[config.mk]
export PLATFORM = sky130hd
export DESIGN_NAME = sas_sequencer
export DESIGN_NICKNAME = d
export VERILOG_FILES = /design/src/rtl/sas_pkg.sv /design/src/rtl/sas_buf2.sv /design/src/rtl/sas_sequencer.sv
export VERILOG_INCLUDE_DIRS = /design/src /design/src/rtl
export SDC_FILE = /design/constraint.sdc
export NUM_CORES = 1
export LEC_CHECK = 0
export ABC_AREA = 1
export BUFFER_PORTS_ARGS = -buffer_cell sky130_fd_sc_hd__buf_2
export CORE_MARGIN = 5
export CORE_UTILIZATION = 31
export DETAILED_ROUTE_END_ITERATION = 8
export GPL_TIMING_DRIVEN = 0
export SYNTH_ARGS = -nofsm -noshare
export SYNTH_HDL_FRONTEND = slang
export SYNTH_SLANG_ARGS = --single-unit
[constraint.sdc]
create_clock -name clock -period 5.5 [get_ports clock]
set_clock_uncertainty 0.05 [all_clocks]
set_input_delay 1.1 -clock clock [delete_from_list [all_inputs] [get_ports clock]]
set_output_delay 1.1 -clock clock [all_outputs]
set_load 0.005 [all_outputs]
[src/rtl/sas_params.svh]
`ifndef SAS_PARAMS_SVH
`define SAS_PARAMS_SVH

`define SAS_RES_W 12
`define SAS_NUM_CH 8
`define SAS_CH_W 3
`define SAS_SMP_W 8
// system clock and the conversion clock ceiling, in MHz
`define SAS_SYS_CLK_MHZ 20
`define SAS_CONV_CLK_MAX_MHZ 18
// conversion clock as a fractional tick: add STEP, wrap at MOD
`define SAS_TICK_STEP `SAS_CONV_CLK_MAX_MHZ
`define SAS_TICK_MOD `SAS_SYS_CLK_MHZ
`define SAS_ACC_W 5
// least conversion length in conversion clocks, sample included
`define SAS_MIN_CONV_CLKS 18
// successive approximation phase after the aperture
`define SAS_BIT_CLKS 14
`define SAS_MIN_SAMPLE (`SAS_MIN_CONV_CLKS - `SAS_BIT_CLKS)
`define SAS_LOW_RST 12'h000
`define SAS_HIGH_RST 12'hfff

`endif

[src/rtl/sas_pkg.sv]
`include "sas_params.svh"

package sas_pkg;

    typedef logic [`SAS_RES_W-1:0] sas_res_t;
    typedef logic [`SAS_CH_W-1:0] sas_ch_t;

    typedef enum logic [1:0] {
        SAS_IDLE,
        SAS_SAMPLE,
        SAS_CONVERT,
        SAS_HOLD
    } sas_state_e;

    typedef struct packed {
        sas_ch_t chan;
        sas_res_t data;
        logic outOfRange;
    } sas_word_s;

    typedef struct packed {
        sas_res_t low;
        sas_res_t high;
    } sas_limits_s;

endpackage

[src/rtl/sas_buf2.sv]
module sas_buf2 #(
    parameter int W = 16
) (
    input wire logic clock,
    input wire logic arst_n,
    input wire logic inValid,
    output logic inReady,
    input wire logic [W-1:0] inData,
    output logic outValid,
    input wire logic outReady,
    output logic [W-1:0] outData
);

    logic [1:0] count_ff;
    logic [1:0] nxt_count;
    logic [W-1:0] slot0_ff;
    logic [W-1:0] slot1_ff;
    logic [W-1:0] nxt_slot0;
    logic [W-1:0] nxt_slot1;
    logic push;
    logic pop;
    logic valid_ff;
    logic nxt_valid;

    // honest full: only two words of room, then the source stalls
    assign inReady = (count_ff != 2'h2);
    // valid is its own flop so the block's output comes straight from one
    assign outValid = valid_ff;
    assign outData = slot0_ff;

    always_comb begin
        push = inValid && inReady;
        pop = outValid && outReady;
        nxt_count = count_ff;
        nxt_slot0 = slot0_ff;
        nxt_slot1 = slot1_ff;
        case ({push, pop})
            2'b10: begin
                nxt_count = count_ff + 2'h1;
                if (count_ff == 2'h0) begin
                    nxt_slot0 = inData;
                end else begin
                    nxt_slot1 = inData;
                end
            end
            2'b01: begin
                nxt_count = count_ff - 2'h1;
                nxt_slot0 = slot1_ff;
            end
            2'b11: begin
                if (count_ff == 2'h1) begin
                    nxt_slot0 = inData;
                end else begin
                    nxt_slot0 = slot1_ff;
                    nxt_slot1 = inData;
                end
            end
            default: begin
                nxt_count = count_ff;
            end
        endcase
        nxt_valid = (nxt_count != 2'h0);
    end

    always_ff @(posedge clock or negedge arst_n) begin
        if (!arst_n) begin
            count_ff <= 2'h0;
            valid_ff <= 1'b0;
            slot0_ff <= '0;
            slot1_ff <= '0;
        end else begin
            count_ff <= nxt_count;
            valid_ff <= nxt_valid;
            slot0_ff <= nxt_slot0;
            slot1_ff <= nxt_slot1;
        end
    end

endmodule

[src/rtl/sas_sequencer.sv]
// Overview of operation
// - results are 12 bits wide and the sequencer sustains one million samples per second in total.
// - the conversion clock stays at or below 18 MHz and a conversion takes at least 18 of its clocks.
// - the sample aperture length is programmable so slow drivers get more settling time.
// - the sequencer selects among eight fixed analog inputs.
// - a scan steps through enabled channels with no idle clocks between them while the two-word result buffer has room.
// - channels are switched either by the state machine or directly by firmware.
// - each channel has its own result buffer so software may read rarely.
// - each channel has its own sample time used whenever it is converted.
// - a low and a high limit are held and a result outside them raises the out-of-range interrupt.
// - the range check acts on each result as it is produced, not at scan end.
// - the converter and sequencer stop in deep sleep, where the fast clock is gone.
`include "sas_params.svh"

module sas_sequencer
    import sas_pkg::*;
#(
    parameter int NUM_CH = `SAS_NUM_CH,
    parameter int SMP_W = `SAS_SMP_W
) (
    input wire logic clock,
    input wire logic arst_n,
    input wire logic enable,
    input wire logic deepSleep,
    input wire logic fwMode,
    input wire sas_ch_t fwChan,
    input wire logic fwStart,
    input wire logic scanStart,
    input wire logic scanContinuous,
    input wire logic [NUM_CH-1:0] chanEnable,
    input wire logic [NUM_CH-1:0][SMP_W-1:0] sampleTime,
    input wire sas_limits_s limits,
    input wire logic scanDoneClr,
    input wire logic rangeClr,
    input wire sas_res_t sarResult,
    output logic sarPowered,
    output logic sarConvTick,
    output logic sarSample,
    output logic sarConvert,
    output sas_ch_t sarChan,
    output logic busy,
    output logic [NUM_CH-1:0][`SAS_RES_W-1:0] results,
    output logic [NUM_CH-1:0] resultFresh,
    output logic scanDone,
    output logic rangeIrq,
    output sas_ch_t rangeChan,
    output logic resValid,
    input wire logic resReady,
    output sas_word_s resWord
);

    // search upward from start for an enabled channel: {found, index}
    function automatic logic [`SAS_CH_W:0] findFrom(
        input logic [`SAS_CH_W:0] start,
        input logic [NUM_CH-1:0] mask
    );
        logic [`SAS_CH_W:0] hit;
        hit = '0;
        for (int i = NUM_CH - 1; i >= 0; i--) begin
            if (mask[i] && (i >= int'(start))) begin
                hit = {1'b1, i[`SAS_CH_W-1:0]};
            end
        end
        return hit;
    endfunction

    function automatic logic outside(
        input sas_res_t value,
        input sas_limits_s lim
    );
        return (value < lim.low) || (value > lim.high);
    endfunction

    // deep sleep arrives from the power controller, another domain
    logic sleepMeta_ff;
    logic sleepSync_ff;

    always_ff @(posedge clock or negedge arst_n) begin
        if (!arst_n) begin
            sleepMeta_ff <= 1'b0;
            sleepSync_ff <= 1'b0;
        end else begin
            sleepMeta_ff <= deepSleep;
            sleepSync_ff <= sleepMeta_ff;
        end
    end

    logic running;
    assign running = enable && !sleepSync_ff;

    // fractional divider: 18 ticks in every 20 clocks, never above 18 MHz
    logic [`SAS_ACC_W-1:0] acc_ff;
    logic [`SAS_ACC_W-1:0] nxt_acc;
    logic tick_ff;
    logic nxt_tick;

    always_comb begin
        logic [`SAS_ACC_W:0] sum;
        sum = {1'b0, acc_ff} + (`SAS_ACC_W+1)'(`SAS_TICK_STEP);
        nxt_acc = acc_ff;
        nxt_tick = 1'b0;
        if (running) begin
            if (sum >= (`SAS_ACC_W+1)'(`SAS_TICK_MOD)) begin
                nxt_acc = `SAS_ACC_W'(sum - (`SAS_ACC_W+1)'(`SAS_TICK_MOD));
                nxt_tick = 1'b1;
            end else begin
                nxt_acc = sum[`SAS_ACC_W-1:0];
            end
        end else begin
            nxt_acc = '0;
        end
    end

    always_ff @(posedge clock or negedge arst_n) begin
        if (!arst_n) begin
            acc_ff <= '0;
            tick_ff <= 1'b0;
        end else begin
            acc_ff <= nxt_acc;
            tick_ff <= nxt_tick;
        end
    end

    sas_state_e state_ff;
    sas_state_e nxt_state;
    sas_ch_t chan_ff;
    sas_ch_t nxt_chan;
    logic [SMP_W-1:0] cnt_ff;
    logic [SMP_W-1:0] nxt_cnt;
    logic scanning_ff;
    logic nxt_scanning;
    sas_word_s hold_ff;
    sas_word_s nxt_hold;
    logic [NUM_CH-1:0][`SAS_RES_W-1:0] res_ff;
    logic [NUM_CH-1:0][`SAS_RES_W-1:0] nxt_res;
    logic [NUM_CH-1:0] fresh_ff;
    logic [NUM_CH-1:0] nxt_fresh;
    logic done_ff;
    logic nxt_done;
    logic range_ff;
    logic nxt_range;
    sas_ch_t rangeChan_ff;
    sas_ch_t nxt_rangeChan;

    logic bufValid;
    logic bufReady;
    sas_word_s bufWord;

    logic [`SAS_CH_W:0] first;
    logic [`SAS_CH_W:0] after;
    sas_word_s fresh;
    logic convEnd;

    // the aperture never drops below what keeps 18 clocks in a conversion
    function automatic logic [SMP_W-1:0] aperture(input sas_ch_t ch);
        logic [SMP_W-1:0] t;
        t = sampleTime[ch];
        if (t < SMP_W'(`SAS_MIN_SAMPLE)) begin
            t = SMP_W'(`SAS_MIN_SAMPLE);
        end
        return t - SMP_W'(1);
    endfunction

    always_comb begin
        first = findFrom('0, chanEnable);
        after = findFrom({1'b0, chan_ff} + (`SAS_CH_W+1)'(1), chanEnable);
        convEnd = (state_ff == SAS_CONVERT) && tick_ff
            && (cnt_ff == '0);
        fresh.chan = chan_ff;
        fresh.data = sarResult;
        fresh.outOfRange = outside(sarResult, limits);
    end

    always_comb begin
        nxt_state = state_ff;
        nxt_chan = chan_ff;
        nxt_cnt = cnt_ff;
        nxt_scanning = scanning_ff;
        nxt_hold = hold_ff;
        nxt_res = res_ff;
        nxt_fresh = fresh_ff;
        bufValid = 1'b0;
        bufWord = fresh;
        nxt_done = done_ff && !scanDoneClr;
        nxt_range = range_ff && !rangeClr;
        nxt_rangeChan = rangeChan_ff;
        case (state_ff)
            SAS_IDLE: begin
                if (fwMode && fwStart) begin
                    nxt_chan = fwChan;
                    nxt_scanning = 1'b0;
                    nxt_cnt = aperture(fwChan);
                    nxt_state = SAS_SAMPLE;
                end else if (!fwMode && (scanStart || scanContinuous)
                        && first[`SAS_CH_W]) begin
                    nxt_chan = first[`SAS_CH_W-1:0];
                    nxt_scanning = 1'b1;
                    nxt_cnt = aperture(first[`SAS_CH_W-1:0]);
                    nxt_state = SAS_SAMPLE;
                end
            end
            SAS_SAMPLE: begin
                if (tick_ff) begin
                    if (cnt_ff == '0) begin
                        nxt_cnt = SMP_W'(`SAS_BIT_CLKS - 1);
                        nxt_state = SAS_CONVERT;
                    end else begin
                        nxt_cnt = cnt_ff - SMP_W'(1);
                    end
                end
            end
            SAS_CONVERT: begin
                if (tick_ff && cnt_ff != '0) begin
                    nxt_cnt = cnt_ff - SMP_W'(1);
                end
            end
            SAS_HOLD: begin
                bufValid = 1'b1;
                bufWord = hold_ff;
            end
            default: begin
                nxt_state = SAS_IDLE;
            end
        endcase
        if (convEnd) begin
            nxt_res[chan_ff] = sarResult;
            nxt_fresh[chan_ff] = 1'b1;
            nxt_hold = fresh;
            bufValid = 1'b1;
            if (fresh.outOfRange) begin
                nxt_range = 1'b1;
                nxt_rangeChan = chan_ff;
            end
        end
        // leave the converter only once the word is safely buffered or the sequencer stops running
        if ((convEnd || state_ff == SAS_HOLD) && !bufReady) begin
            nxt_state = SAS_HOLD;
        end else if (convEnd || state_ff == SAS_HOLD) begin
            if (scanning_ff && after[`SAS_CH_W] && !fwMode) begin
                // next channel samples on the very next tick
                nxt_chan = after[`SAS_CH_W-1:0];
                nxt_cnt = aperture(after[`SAS_CH_W-1:0]);
                nxt_state = SAS_SAMPLE;
            end else if (scanning_ff) begin
                nxt_done = 1'b1;
                if (scanContinuous && first[`SAS_CH_W] && !fwMode) begin
                    nxt_chan = first[`SAS_CH_W-1:0];
                    nxt_cnt = aperture(first[`SAS_CH_W-1:0]);
                    nxt_state = SAS_SAMPLE;
                end else begin
                    nxt_scanning = 1'b0;
                    nxt_state = SAS_IDLE;
                end
            end else begin
                nxt_state = SAS_IDLE;
            end
        end
        // a sleeping converter has no clock; abandon the conversion
        if (!running) begin
            nxt_state = SAS_IDLE;
            nxt_scanning = 1'b0;
            bufValid = 1'b0;
        end
    end

    always_ff @(posedge clock or negedge arst_n) begin
        if (!arst_n) begin
            state_ff <= SAS_IDLE;
            chan_ff <= '0;
            cnt_ff <= '0;
            scanning_ff <= 1'b0;
            hold_ff <= '0;
            res_ff <= '0;
            fresh_ff <= '0;
            done_ff <= 1'b0;
            range_ff <= 1'b0;
            rangeChan_ff <= '0;
        end else begin
            state_ff <= nxt_state;
            chan_ff <= nxt_chan;
            cnt_ff <= nxt_cnt;
            scanning_ff <= nxt_scanning;
            hold_ff <= nxt_hold;
            res_ff <= nxt_res;
            fresh_ff <= nxt_fresh;
            done_ff <= nxt_done;
            range_ff <= nxt_range;
            rangeChan_ff <= nxt_rangeChan;
        end
    end

    // front-end strobes registered so the core sees clean levels
    logic powered_ff;
    logic sample_ff;
    logic convert_ff;
    logic convTick_ff;
    sas_ch_t sarChan_ff;
    logic busy_ff;

    always_ff @(posedge clock or negedge arst_n) begin
        if (!arst_n) begin
            powered_ff <= 1'b0;
            sample_ff <= 1'b0;
            convert_ff <= 1'b0;
            convTick_ff <= 1'b0;
            sarChan_ff <= '0;
            busy_ff <= 1'b0;
        end else begin
            powered_ff <= running;
            sample_ff <= (nxt_state == SAS_SAMPLE);
            convert_ff <= (nxt_state == SAS_CONVERT);
            convTick_ff <= nxt_tick;
            sarChan_ff <= nxt_chan;
            busy_ff <= (nxt_state != SAS_IDLE);
        end
    end

    sas_buf2 #(
        .W($bits(sas_word_s))
    ) u_buf (
        .clock(clock),
        .arst_n(arst_n),
        .inValid(bufValid),
        .inReady(bufReady),
        .inData(bufWord),
        .outValid(resValid),
        .outReady(resReady),
        .outData(resWord)
    );

    assign sarPowered = powered_ff;
    assign sarConvTick = convTick_ff;
    assign sarSample = sample_ff;
    assign sarConvert = convert_ff;
    assign sarChan = sarChan_ff;
    assign busy = busy_ff;
    assign results = res_ff;
    assign resultFresh = fresh_ff;
    assign scanDone = done_ff;
    assign rangeIrq = range_ff;
    assign rangeChan = rangeChan_ff;

endmodule

Word level (Yosys, flattened, before mapping) --
Index checks and enable logic that the tools add are counted.
Operators by class: multiplexer cells 103, $lt $le $gt $ge 19, reduce and logical (&&, ||, !) cells 44, bitwise operators 1, equality and inequality tests 13, add/sub/neg operators 10
Operators by type and width (count):
- $mux W8 | 29
- $bwmux W96 | 1
- $mux W16 | 5
- $bmux W8 S3 | 3
- $mux W4 | 16
- $pmux W16 S3 | 1
- $sub A8 B1 Y8 const B | 5
- $demux W12 S3 | 1
- $pmux W16 S2 | 1
- $logic_and A1 B1 Y1 | 25
- $lt A8 B3 Y1 const B | 3
- $mux W3 | 8
- $pmux W8 S3 | 1
- $mux W1 | 22
- $mux W2 | 9
- $ge A3 B4 Y1 const A | 4
- $lt A3 B4 Y1 const B | 4
- $gt A12 B12 Y1 | 1
- $lt A12 B12 Y1 | 1
- $mux W12 | 1
- $eq A2 B2 Y1 const B | 5
- $mux W5 | 2
- $eq A2 B1 Y1 const B | 4
- $ge A1 B4 Y1 const A | 2
- other kinds (22) | 36
Storage, ports and cells: flip-flop bits (word level) 186, bits of input ports 122, logic and storage cells 221

Depth between registers and ports, before layout --
Gate-level depths: netlist of the first run.
depth in word-level cells 24, mapped depth 35, gate-level depth less buffers 32

Hierarchy --
A second synthesis of the first run with hierarchy kept.
Unflattened totals: cell total of the unflattened synthesis 1678, area total of the unflattened synthesis 11976.5 µm²
By module, submodules not included:
- sas_sequencer | area an instance 9992.1 µm², sequential area each 3753.6 µm², times used 1, cells each 1420
- sas_buf2 | area an instance 1984.4 µm², sequential area each 875.8 µm², times used 1, cells each 258

Worst setup path before layout of the first run --
Ideal clock, no wire load.
path kind input -> register, from in chanEnable[0], to reg cnt_ff[4], slack 1859 ps, path buffers 1, arrival time 3478 ps, cell stages on the path 22, path through inv_2 -> nand2_1 -> nor3_1 -> inv_1 -> nor2_2 -> inv_1 -> buf_2 -> nand3_1 -> nand2_1 -> nor2_1 -> nand3_1 -> nand2_1 -> ha_1 -> inv_1 -> nor3_1 -> nand3_1 -> nand3_1 -> nand2_1 -> nand2_1 -> nand4_1 -> nand2_1 -> inv_1
On the way: longest elaborated chain between the ends 17, elaborated cells between the ends (all ways) 38, those cells by class 3 x add/sub; 2 x order compare; 27 x mux; 6 x reduce/logical
Ends and longest elaborated chain:
- start, declared | RTL line sas_sequencer.sv:30 | input wire logic [NUM_CH-1:0] chanEnable,
- $mux W4 | RTL line sas_sequencer.sv:60 | if (mask[i] && (i >= int'(start))) begin
- $bmux W8 S3 | RTL line sas_sequencer.sv:157 | t = sampleTime[ch];
- $mux W8 (not written as such) | RTL line sas_sequencer.sv:157
- $lt A8 B3 Y1 | RTL line sas_sequencer.sv:158 | if (t < SMP_W'(`SAS_MIN_SAMPLE)) begin
- $mux W8 | RTL line sas_sequencer.sv:158
- $mux W8 | RTL line sas_sequencer.sv:194 | end else if (!fwMode && (scanStart || scanContinuous)
- $mux W8 | RTL line sas_sequencer.sv:189 | if (fwMode && fwStart) begin
- $mux W8 | RTL line sas_sequencer.sv:187 | case (state_ff)
- (+2 left out)
- $mux W8 | RTL line sas_sequencer.sv:189
- $pmux W8 S3 | RTL line sas_sequencer.sv:187
- $mux W8 | RTL line sas_sequencer.sv:246 | if (scanContinuous && first[`SAS_CH_W] && !fwMode) begin
- $mux W8 | RTL line sas_sequencer.sv:244 | end else if (scanning_ff) begin
- $mux W8 | RTL line sas_sequencer.sv:239 | if (scanning_ff && after[`SAS_CH_W] && !fwMode) begin
- $mux W8 | RTL line sas_sequencer.sv:238 | end else if (convEnd || state_ff == SAS_HOLD) begin
- $mux W8 (*) | RTL line sas_sequencer.sv:236 | if ((convEnd || state_ff == SAS_HOLD) && !bufReady) begin
- named net nxt_cnt[4] | RTL line sas_sequencer.sv:129 | logic [SMP_W-1:0] nxt_cnt;
- end signal, assigned | RTL line sas_sequencer.sv:281 | cnt_ff <= nxt_cnt;
- end, declared | RTL line sas_sequencer.sv:128 | logic [SMP_W-1:0] cnt_ff;
Mark *: on every way through the listed nets, which the timed path passes. The rest lies on a longest branch. The select of a mux whose other input is x is not followed. A chain may end at the register's enable or synchronous reset.

==> qor.yml, run 1 <==
placement:
  hpwl_mm: 32.7
  place.gp.congestion: 0.910
  io_buffers: 255
cts:
  path_clk_slew_ns: 0.07
  htreeDepth: 4
  clk_path_buf_depth: 2
  cts_setup_buffers: 0
  clkLatencyLatePin_ns: 0.44
  hold_buffers: 0
  cts_root_buf: "clkbuf_16"
  cts_tree: "done"
  cts_num_sinks: 185
  cts_made_buffers: 17
  cts_resized: 0
detailed_routing:
  vias: 12200
  dr_wl_met2_mm: 19.4
  wl_met3_mm: 2.71
  drt_wl_total_mm: 42.7
  drt-met1-wl_mm: 19.1
  top_layer_used: "met4"
  drcViolationCount: 0
  drt_iter0_drc: 931
  antenna_left: 0
  drt_pass1_iterations: 6
  avgViaCountPerCell: 5.20
  routedWlPerCell_um: 18.2
floorplanning:
  rows: 70
  dieWidth_um: 203
  dieArea_um2: 41000
  die_height_um: 203
  core_area_um2: 36600
  io-pin-count: 256
  initial_utilization_pct: 31.4
yosys:
  netlist_area_um2: 11500
  seq_area_frac_synth_pct: 40.3
  synth_nets: 1757
  synth_ff_type: "dfrtp_1"
  ys_seq_elements: 185
  ys_types: 51
  syn_area_per_cell_um2: 7.20
  synth_edf_count: 0
  synth_warnings: 0
  synth_cells: 1596
  synthArstFlopShare_pct: 100
pwr:
  leakage_nw: 7.06
  p_sw_share_pct: 37.4
  ir_drop_mv: 0.209
  power.internal_mw: 2.55
  clock_power_share_pct: 28.8
  power_density_nw_per_um2: 293
  combPwrFrac_pct: 33.8
  switchingPower_mw: 1.53
  p_seq_share_pct: 37.4
cells_and_area:
  layout_commonest_cell: "nand2_1"
  synthToLayoutAreaGrowth_pct: 21.3
  fin_nets: 2032
  post-route-util_pct: 38.1
  drive_above_1_share_pct: 19.1
  layout_common_cells: "nand2_1, buf_2, o21ai_0"
timing:
  hold_viol_final: 0
  rsz0062_at_grt: "false"
  timing.final.crit_period_ns: 4.54
  fmax_ghz: 0.220
  finalSetupTns_ns: 0
  worst_pin_slew_ns: 0.759
  setup_viol_count_final: 0
  fin_crit_sh_pct: 82.6
  maxSlewViolCount: 0
  maxSlewHeadroom_pct: 48.9
worst_setup_path:
  critical_path_class: "register to register"
  worstPathArrival_ns: 4.83
  crit_required_ns: 5.79
  startpoint_type: "register"
  path_max_fanout: 10
  endpoint_kind: "register"
global_route:
  grt_first_pass_wirelength_mm: 67.1
  grt_pass1_vias: 12000
  grt_usage_pct: 20.5
  antenna_found_initial: 2
  grt_max_degree: 118
  grt_overflow: 0
worst_hold_path:
  hold_path.class: "register to register"
run_status:
  outcome: "finished, final reports clean"
run:
  drv_cap: 0
-- routing by layer --
metal  vias up  global-route usage [%]
met5         -                       0
met4         0                    7.57
met3        88                    3.82
met2       488                    32.1
met1      5787                    28.3
li1       5863                       -
-- flip-flops by register name (all words and copies together) (netlist names), 2 cells and up --
signal and flops:
results 96, hold_ff 16, u_buf.outData 16, u_buf.slot1_ff 16, cnt_ff 8, resultFresh 8
acc_ff 4, rangeChan 3, sarChan 3, state_ff 2, u_buf.count_ff 2
-- per-stage QoR --
step | instances | total power, mW | setup slack (ns) | hold WS, ns | cell area (µm²)
detailed placement | 2320 | 2.92 | 0.798 | 0.296 | 13400
floorplan | 1596 | 2.45 | 1.86 | 0.281 | 11500
global placement | 2319 | 2.90 | 0.196 | 0.282 | 13400
finish | 2353 | 4.08 | 0.956 | 0.306 | 13900
CTS | 2352 | 4.10 | 0.888 | 0.313 | 13900
global route | 2353 | 4.35 | 0.464 | 0.312 | 13900
-- kinds of logic (layout without fill, tap and decap cells) --
logic type | count (synthesis) | in the layout | synth area share (%)
flip-flops | 185 | 185 | 40.3
XOR/XNOR | 8 | 8 | 0.610
buffers and inverters | 230 | 518 | 8.23
adder cells (fa/ha/maj) | 39 | 39 | 4.24
AO/OA/AOI/OAI | 356 | 356 | 17.3
other | 0 | 1 | 0
AND/OR/NAND/NOR | 778 | 778 | 29.3
-- cells in the mapped netlist (5+ instances only) --
| library cell | number | area (µm²) |
|---|---|---|
| a211oi_1 | 20 | 150 |
| a21oi_1 | 68 | 340 |
| a31o_2 | 7 | 61.3 |
| buf_2 | 13 | 65.1 |
| buf_4 | 7 | 52.6 |
| buf_6 | 5 | 56.3 |
| clkbuf_1 | 46 | 173 |
| dfrtp_1 | 185 | 4630 |
| ha_1 | 39 | 488 |
| inv_1 | 146 | 548 |
| inv_2 | 9 | 33.8 |
| nand2_1 | 429 | 1610 |
| nand2_2 | 7 | 43.8 |
| nand3_1 | 182 | 911 |
| nand3_2 | 6 | 60.1 |
| nand4_1 | 17 | 106 |
| nor2_1 | 111 | 417 |
| nor3_1 | 7 | 35.0 |
| o211ai_1 | 7 | 52.6 |
| o21ai_0 | 211 | 1060 |
| o21ai_1 | 7 | 35.0 |
| o22ai_1 | 12 | 75.1 |
| xnor2_1 | 5 | 43.8 |
-- final cells by class --
type,instances,area [µm²]
multi-input cells,1181,5920
repair buffers,256,1310
diodes,1,2.50
fillers,3922,22700
inverters,158,596
well taps,468,586
clock inverters,8,63.8
clock buffers,24,482
plain buffers,72,350
flip-flops and latches,185,4630
-- path summary, 6_finish.rpt --
path / slack (ns) / endpoint / cells past startpoint / from
setup reg to reg: 0.96 / cnt_ff[6] / 26 / sarChan[0]
max in group asynchronous: 3.89 / results[95] / 2 / arst_n
hold reg to reg: 0.31 / sleepSync_ff / 0 / sleepMeta_ff
hold / removal: 0.31 / sleepSync_ff / 0 / sleepMeta_ff
min in group asynchronous: 0.55 / u_buf.slot1_ff[9] / 1 / arst_n
setup / recovery: 0.96 / cnt_ff[6] / 26 / sarChan[0]
-- critical path, cell delays in order (launching register included) --
cell	delay [ns]
dfrtp_1	0.46
buf_2	0.21
inv_1	0.13
clkbuf_1	0.50
ha_1	0.24
inv_1	0.04
nor2_1	0.16
nor2_1	0.06
nand2_1	0.09
nand2_2	0.08
nor3_4	0.50
inv_2	0.28
nand3_1	0.15
nand2_1	0.12
nor2_2	0.18
nand2_1	0.09
nor2_1	0.11
nor2_1	0.06
inv_2	0.05
ha_1	0.22
nand2_1	0.11
nor2_2	0.11
a21oi_1	0.07
o21ai_1	0.19
nand2_1	0.07
nand2_1	0.06
inv_1	0.04
-- power by group through the flow --
| stage | combinational, mW | sequential (mW) | clock, mW |
|---|---|---|---|
| after floorplan | 0.908 | 1.54 | 0 |
| after global placement | 1.35 | 1.55 | 0 |
| after detailed placement | 1.37 | 1.55 | 0 |
| after CTS | 1.37 | 1.53 | 1.20 |
| after global routing | 1.55 | 1.54 | 1.26 |
| final | 1.38 | 1.53 | 1.17 |
Power figures use the tool's default switching activity.
==> run 2, diff against run 1 <==
==> constraint.sdc (replaced) <==
create_clock -name clock -period 3.9 [get_ports clock]
set_clock_uncertainty 0.05 [all_clocks]
set_input_delay 0.78 -clock clock [delete_from_list [all_inputs] [get_ports clock]]
set_output_delay 0.78 -clock clock [all_outputs]
set_load 0.005 [all_outputs]
==> qor.yml, run 2 (same netlist as run 1, synthesis figures left out) <==
cts:
  clkLatencyLatePin_ns: 0.44  # about the same
  cts_tree: "done"
  clk_path_buf_depth: 2  # unchanged
  cts_made_buffers: 17  # unchanged
  path_clk_slew_ns: 0.07  # about the same
  hold_buffers: 0  # unchanged
  cts_root_buf: "clkbuf_16"
  htreeDepth: 4  # unchanged
  cts_num_sinks: 185  # unchanged
worst_hold_path:
  hold_path.class: "input pin to asynchronous set/reset pin"
worst_setup_path:
  path_buf_inv: 7  # unchanged
  endpoint_kind: "register"
  critPathMaxStageDelay_ns: 0.29  # -0.21 ns
  startpoint_type: "input pin"
  crit_family: "simple AND/OR/NAND/NOR gates"
  ff2ff_setup_slack_ns: 0.27  # -0.69 ns
  r2r_cells: 29  # +12%
  cp-startpoint: "chanEnable[0]"
  r2r-end: "cnt_ff[6]"
  cpMostUsedCell: "nand2_1"
  crit_required_ns: 4.19  # -1.60 ns
  path_max_fanout: 10  # unchanged
  cp_cell_sequence: "buf_2 -> inv_2 -> nand2_1 -> nor3_1 -> inv_1 -> nor2_4 -> inv_1 -> buf_2 -> nand3_1 -> nand2_1 -> nor2_2 -> nand3_1 -> nand2_1 -> ha_1 -> inv_1 -> nor3_2 -> nand3_1 -> nand3_1 -> nand2_1 -> nand2_1 -> nand4_1 -> nand2_1 -> inv_1"
  worstPathArrival_ns: 3.99  # -0.84 ns
  critical_path_class: "input pin to register"
  crit_end: "cnt_ff[4]"
  path_depth: 23  # -12%
  r2r-start: "sarChan[0]"
  cpMaxStageDelayCell: "nor3_2"
cells_and_area:
  largest_reg_flops: 96  # unchanged
  layout.cells.non_filler: 2368  # +0.64%
  fin_nets: 2047  # +0.74%
  synthToLayoutAreaGrowth_pct: 23.3
  drive_above_1_share_pct: 20.8  # +1.7 points
  layout_common_cells: "nand2_1, buf_2, o21ai_0"
  post-route-util_pct: 38.7  # +0.64 points
  design_area_um2: 14200  # +1.7%
  layout_commonest_cell: "nand2_1"
floorplanning:
  rows: 70  # unchanged
  io-pin-count: 256  # unchanged
  core_area_um2: 36600  # unchanged
  initial_utilization_pct: 31.4  # unchanged
  dieArea_um2: 41000  # unchanged
  dieWidth_um: 203  # unchanged
  die_height_um: 203  # unchanged
global_route:
  antenna_found_initial: 2  # unchanged
  grt_pass1_vias: 12000  # +0.058%
  grt_max_degree: 118  # unchanged
  grt_first_pass_wirelength_mm: 67.3  # +0.18%
  grt_overflow: 0  # unchanged
  grt_usage_pct: 20.5  # +0.044 points
placement:
  dp.cells: 2320  # unchanged
  io_buffers: 255  # unchanged
  hpwl_mm: 32.7  # unchanged
  place.gp.congestion: 0.910  # unchanged
  detailed_place.area_um2: 13400  # unchanged
run_status:
  outcome: "finished, final reports clean"
pwr:
  leakage_nw: 7.16  # +1.4%
  power_density_nw_per_um2: 414  # +41%
  ir_drop_mv: 0.297  # +42%
detailed_routing:
  antenna_left: 0  # unchanged
  drcViolationCount: 0  # unchanged
  routedWlPerCell_um: 18.2  # +0.18%
  drt_iter0_drc: 978  # +5.0%
  vias: 12300  # +0.71%
  drt_wl_total_mm: 43.1  # +0.82%
  drt_pass1_iterations: 5  # -1
  avgViaCountPerCell: 5.20  # about the same
timing:
  fmax_ghz: 0.270
  fin_hold_ws_ns: 0.235  # -0.0712 ns
  maxSlewHeadroom_pct: 45.5  # -3.4 points
  hold_viol_final: 0  # unchanged
  setup_viol_count_final: 0  # unchanged
  rsz0062_at_grt: "true"
  timing.final.crit_period_ns: 3.71
  worst_pin_slew_ns: 0.810  # +0.0503 ns
  maxSlewViolCount: 0  # unchanged
  fin_crit_sh_pct: 95.0
run:
  drv_cap: 0  # unchanged
## run 2: per-layer routing
layer / routed length (µm) / GRT usage [%] / up-vias
met3: 2790 / 3.80 / 86
li1: - / - / 5886
met1: 19200 / 28.3 / 5865
met2: 19600 / 32.3 / 476
met4: 1520 / 7.42 / 0
met5: 0 / 0 / -
## run 2: where the power goes
part           total, mW  switching, mW  internal [mW]
clock               1.65          0.778          0.875
combinational       2.06           1.31          0.753
sequential          2.15         0.0978           2.05
## run 2: worst reg2reg max path, delay by kind of cell (launching register included)
family          cells  cell delay, ns
flops               1            0.41
buf+inv             6            0.70
compound gates      2            0.41
simple gates       19            1.56
fa+ha+maj           2            0.41
## run 2: worst min-delay path by stage
stage | end | depth (start not counted)
global placement | sleepSync_ff | 0
detailed placement | sleepSync_ff | 0
CTS | u_buf.slot1_ff[9] | 1
global route | u_buf.slot1_ff[9] | 1
finish | u_buf.slot1_ff[9] | 1
floorplan | sleepSync_ff | 0
## run 2: metrics by stage
| stage | power, mW | worst slack [ns] | TNS [ns] |
|---|---|---|---|
| floorplan | 3.46 | 0.409 | 0 |
| global placement | 4.08 | -1.08 | -200.15 |
| detailed placement | 4.12 | -0.661 | -3.99 |
| CTS | 5.80 | -0.000246 | -0.000246 |
| global route | 6.25 | -0.0373 | -0.0556 |
| finish | 5.87 | 0.194 | 0 |
## run 2: timing repair
item,CTS,global route
setup buffers,4,13
setup endpoints to repair,18,16
gates resized for setup,7,23
pin swaps,4,4
## run 2: cell type report
class	count	area [µm²]
plain buffers	70	357
fillers	3903	22400
clock inverters	8	63.8
well taps	468	586
flip-flops and latches	185	4630
clock buffers	24	482
diodes	1	2.50
repair buffers	273	1440
inverters	158	603
multi-input cells	1181	6010
==> run 3, diff against run 2 <==
--- a/config.mk
+++ b/config.mk
@@ -6,12 +6,13 @@
 export SDC_FILE = /design/constraint.sdc
 export NUM_CORES = 1
 export LEC_CHECK = 0
-export ABC_AREA = 1
-export BUFFER_PORTS_ARGS = -buffer_cell sky130_fd_sc_hd__buf_2
+export ABC_AREA = 0
 export CORE_MARGIN = 5
 export CORE_UTILIZATION = 31
 export DETAILED_ROUTE_END_ITERATION = 8
+export DONT_BUFFER_PORTS = 1
 export GPL_TIMING_DRIVEN = 0
 export SYNTH_ARGS = -nofsm -noshare
 export SYNTH_HDL_FRONTEND = slang
+export SYNTH_HIERARCHICAL = 1
 export SYNTH_SLANG_ARGS = --single-unit
==> qor.yml, run 3 <==
yosys:
  ys_types: 96  # +88%
  syn_area_per_cell_um2: 10.2  # +42%
  synth_warnings: 6  # +6
  synth_most_common_cell: "dfrtp_1"
  synth_common_cells: "dfrtp_1, mux2_2, nand2_1, nor2_1, o21ai_0"
  seq_area_frac_synth_pct: 39.5  # -0.74 points
  ys_seq_elements: 185  # unchanged
  synthTopCellsByArea: "dfrtp_1, mux2_2, ha_1, mux4_2, mux2i_1"
  netlist_area_um2: 11700  # +1.9%
  synth_cells: 1144  # -28%
  synth_nets: 1307  # -26%
  synth_ff_type: "dfrtp_1"
  synth_top_area_share_pct: 39.5  # -0.74 points
  synth_top_area_cell: "dfrtp_1"
  synth_edf_count: 0  # unchanged
  synthArstFlopShare_pct: 100  # unchanged
floorplanning:
  dieWidth_um: 204  # +0.89%
  die_height_um: 204  # +0.89%
  dieArea_um2: 41800  # +1.8%
  rows: 71  # +1.4%
  io-pin-count: 256  # unchanged
  initial_utilization_pct: 31.2  # -0.16 points
  core_area_um2: 37500  # +2.4%
global_route:
  grt_pass1_vias: 9718  # -19%
  antenna_found_initial: 1  # -1
  grt_max_degree: 186  # +58%
  grt_overflow: 0  # unchanged
  grt_usage_pct: 18.7  # -1.8 points
  grt_first_pass_wirelength_mm: 60.2  # -11%
worst_setup_path:
  r2r-end: "cnt_ff[5]"
  critPathMaxStageDelay_ns: 0.44  # +0.15 ns
  r2r_cells: 14  # -52%
  crit_required_ns: 4.15  # -0.04 ns
  r2r-start: "sarChan[1]"
  crit_family: "compound AO/OA/AOI/OAI gates"
  path_max_fanout: 10  # unchanged
  cp_cell_sequence: "buf_4 -> ha_4 -> a21oi_1 -> a32oi_2 -> nor2_4 -> a31o_1 -> buf_6 -> a2111oi_4 -> a311oi_1 -> and3_1 -> buf_6 -> o41a_1 -> a311oi_1 -> nor3_1"
  startpoint_type: "register"
  ff2ff_setup_slack_ns: 0.09  # -0.18 ns
  endpoint_kind: "register"
  worstPathArrival_ns: 4.07  # +0.08 ns
  critical_path_class: "register to register"
  path_buf_inv: 3  # -4
  cpMaxStageDelayCell: "dfrtp_2"
cells_and_area:
  synthToLayoutAreaGrowth_pct: 15.4
  layout.cells.non_filler: 1716  # -28%
  layout_common_cells: "dfrtp_1, mux2_2, nand2_1"
  fillers: 3858  # -1.2%
  design_area_um2: 13500  # -4.7%
  fin_nets: 1355  # -34%
  largest_reg_flops: 96  # unchanged
  num_antenna_cells: 0  # -1
  multi_input_area_um2: 6780  # +13%
  seqCellArea_um2: 4630  # about the same
  drive_above_1_share_pct: 27.9  # +7.1 points
  layout_commonest_cell: "dfrtp_1"
detailed_routing:
  drt_iter0_drc: 751  # -23%
  avgViaCountPerCell: 5.58  # +7.3%
  drt_wl_total_mm: 40.1  # -6.8%
  drcViolationCount: 0  # unchanged
  antenna_left: 0  # unchanged
  routedWlPerCell_um: 23.4  # +29%
  vias: 9576  # -22%
  drt_pass1_iterations: 5  # unchanged
pwr:
  power_density_nw_per_um2: 430  # +4.0%
  switchingPower_mw: 2.07  # -5.3%
  combPwrFrac_pct: 31.4  # -3.8 points
  p_seq_share_pct: 38.8  # +2.2 points
  clock_power_share_pct: 29.8  # +1.6 points
  power.internal_mw: 3.74  # +1.8%
  leakage_nw: 5.90  # -18%
  ir_drop_mv: 0.241  # -19%
  p_sw_share_pct: 35.6  # -1.7 points
placement:
  hpwl_mm: 30.5  # -6.8%
  detailed_place.area_um2: 12400  # -7.8%
  dp.cells: 1655  # -29%
  place.gp.congestion: 0.974  # +7.0%
  io_buffers: 0  # -100%
run:
  drv_cap: 0  # unchanged
cts:
  htreeDepth: 4  # unchanged
  cts_tree: "done"
  cts_made_buffers: 17  # unchanged
  clk_path_buf_depth: 2  # unchanged
  cts_root_buf: "clkbuf_16"
  path_clk_slew_ns: 0.08  # about the same
  cts_num_sinks: 185  # unchanged
  clkLatencyLatePin_ns: 0.44  # about the same
run_status:
  violations: "negative hold slack"
  outcome: "finished with violations"
timing:
  rsz0062_at_grt: "true"
  hold_viol_final: 16  # +16
  fin_crit_sh_pct: 97.8  # +2.8 points
  worst_pin_slew_ns: 1.07  # +0.265 ns
  maxSlewHeadroom_pct: 27.7  # -18 points
  timing.final.crit_period_ns: 3.81  # +0.108 ns
  maxSlewViolCount: 0  # unchanged
  fmax_ghz: 0.262  # -2.8%
  fin_hold_ws_ns: -0.0108  # -0.246 ns
  setup_viol_count_final: 0  # unchanged
worst_hold_path:
  hold_path.class: "input pin to asynchronous set/reset pin"
[run 3: cell count changes after synthesis, moves of 16 or more]
| cell | previous run | this run |
|---|---|---|
| nand3_1 | 182 | 39 |
| a22oi_1 | 0 | 23 |
| inv_1 | 146 | 52 |
| mux2i_1 | 0 | 34 |
| nand2_1 | 429 | 84 |
| a21oi_1 | 68 | 46 |
| mux4_2 | 0 | 16 |
| nor2_1 | 111 | 62 |
| mux2_2 | 0 | 144 |
| o21ai_0 | 211 | 58 |
[run 3: worst reg2reg max path, cell delays in order (launching register included)]
cell and delay [ns]:
dfrtp_2 0.44, buf_4 0.15, ha_4 0.34, a21oi_1 0.12, a32oi_2 0.33, nor2_4 0.10
a31o_1 0.25, buf_6 0.18, a2111oi_4 0.34, a311oi_1 0.07, and3_1 0.21, buf_6 0.14
o41a_1 0.40, a311oi_1 0.41, nor3_1 0.13
[run 3: routing by layer]
layer | global-route usage (%) | wire, µm | share of wire [%] | vias up
li1 | - | - | - | 4327
met1 | 23.6 | 16000 | 40 | 4765
met2 | 30.3 | 18700 | 46 | 430
met3 | 7.14 | 4530 | 11 | 52
met4 | 4.69 | 890 | 2.2 | 2
met5 | 0 | 11 | 0.027 | -
[run 3: stage by stage]
step | hold WS, ns | utilization (%) | setup slack, ns | power (mW) | TNS [ns]
after floorplan | 0.281 | - | 0.0552 | 3.38 | 0
after global placement | 0.283 | 32.9 | -0.874 | 3.81 | -4.03
after detailed placement | 0.291 | 32.9 | -0.897 | 3.83 | -3.84
after CTS | -0.0359 | 35.3 | 0.00217 | 5.74 | 0
after global routing | -0.0457 | 36.0 | -0.0456 | 6.13 | -0.0619
final | -0.0108 | 36.0 | 0.0863 | 5.82 | 0
[run 3: power by group through the flow]
stage / logic, mW / clock network, mW / registers (mW)
global placement: 1.52 / 0 / 2.30
CTS: 1.70 / 1.79 / 2.26
finish: 1.83 / 1.73 / 2.26
floorplan: 1.16 / 0 / 2.22
global route: 1.99 / 1.87 / 2.28
detailed placement: 1.53 / 0 / 2.30
[run 3: cell type report]
| cell class | count | area share, % |
|---|---|---|
| Inverter | 54 | 1.52 |
| Timing Repair Buffer | 29 | 1.70 |
| Multi-Input combinational cell | 833 | 50.2 |
| Tap cell | 511 | 4.73 |
| Sequential cell | 185 | 34.3 |
| Buffer | 72 | 3.20 |
| Clock inverter | 14 | 1.13 |
| Clock buffer | 18 | 3.25 |
[run 3: kinds of logic after synthesis]
group,synth area share [%]
compound gates,17.1
xor+xnor,0.897
mux,19.9
buf+inv,4.96
fa+ha+maj,4.64
simple gates,13.0
flops,39.5
[run 3: timing repair]
| item | in CTS | in global routing |
|---|---|---|
| resized for setup | 44 | 47 |
| pin swaps | 14 | 16 |
| endpoints found under the hold margin | 185 | 185 |
| setup buffers | 16 | 13 |
| setup endpoints to repair | 9 | 73 |
[run 3: how the worst max path moves through the flow]
stage | to | from | slack (ns) | cells after the start
3_5_place_dp | cnt_ff[6] | sarChan[0] | -0.90 | 18
3_3_place_gp | cnt_ff[6] | sarChan[0] | -0.87 | 18
6_report | cnt_ff[5] | sarChan[1] | 0.09 | 14
4_1_cts | cnt_ff[6] | sarChan[0] | 0.002 | 17
2_1_floorplan | cnt_ff[6] | sarChan[0] | 0.06 | 18
5_1_grt | cnt_ff[6] | sarChan[0] | -0.05 | 16
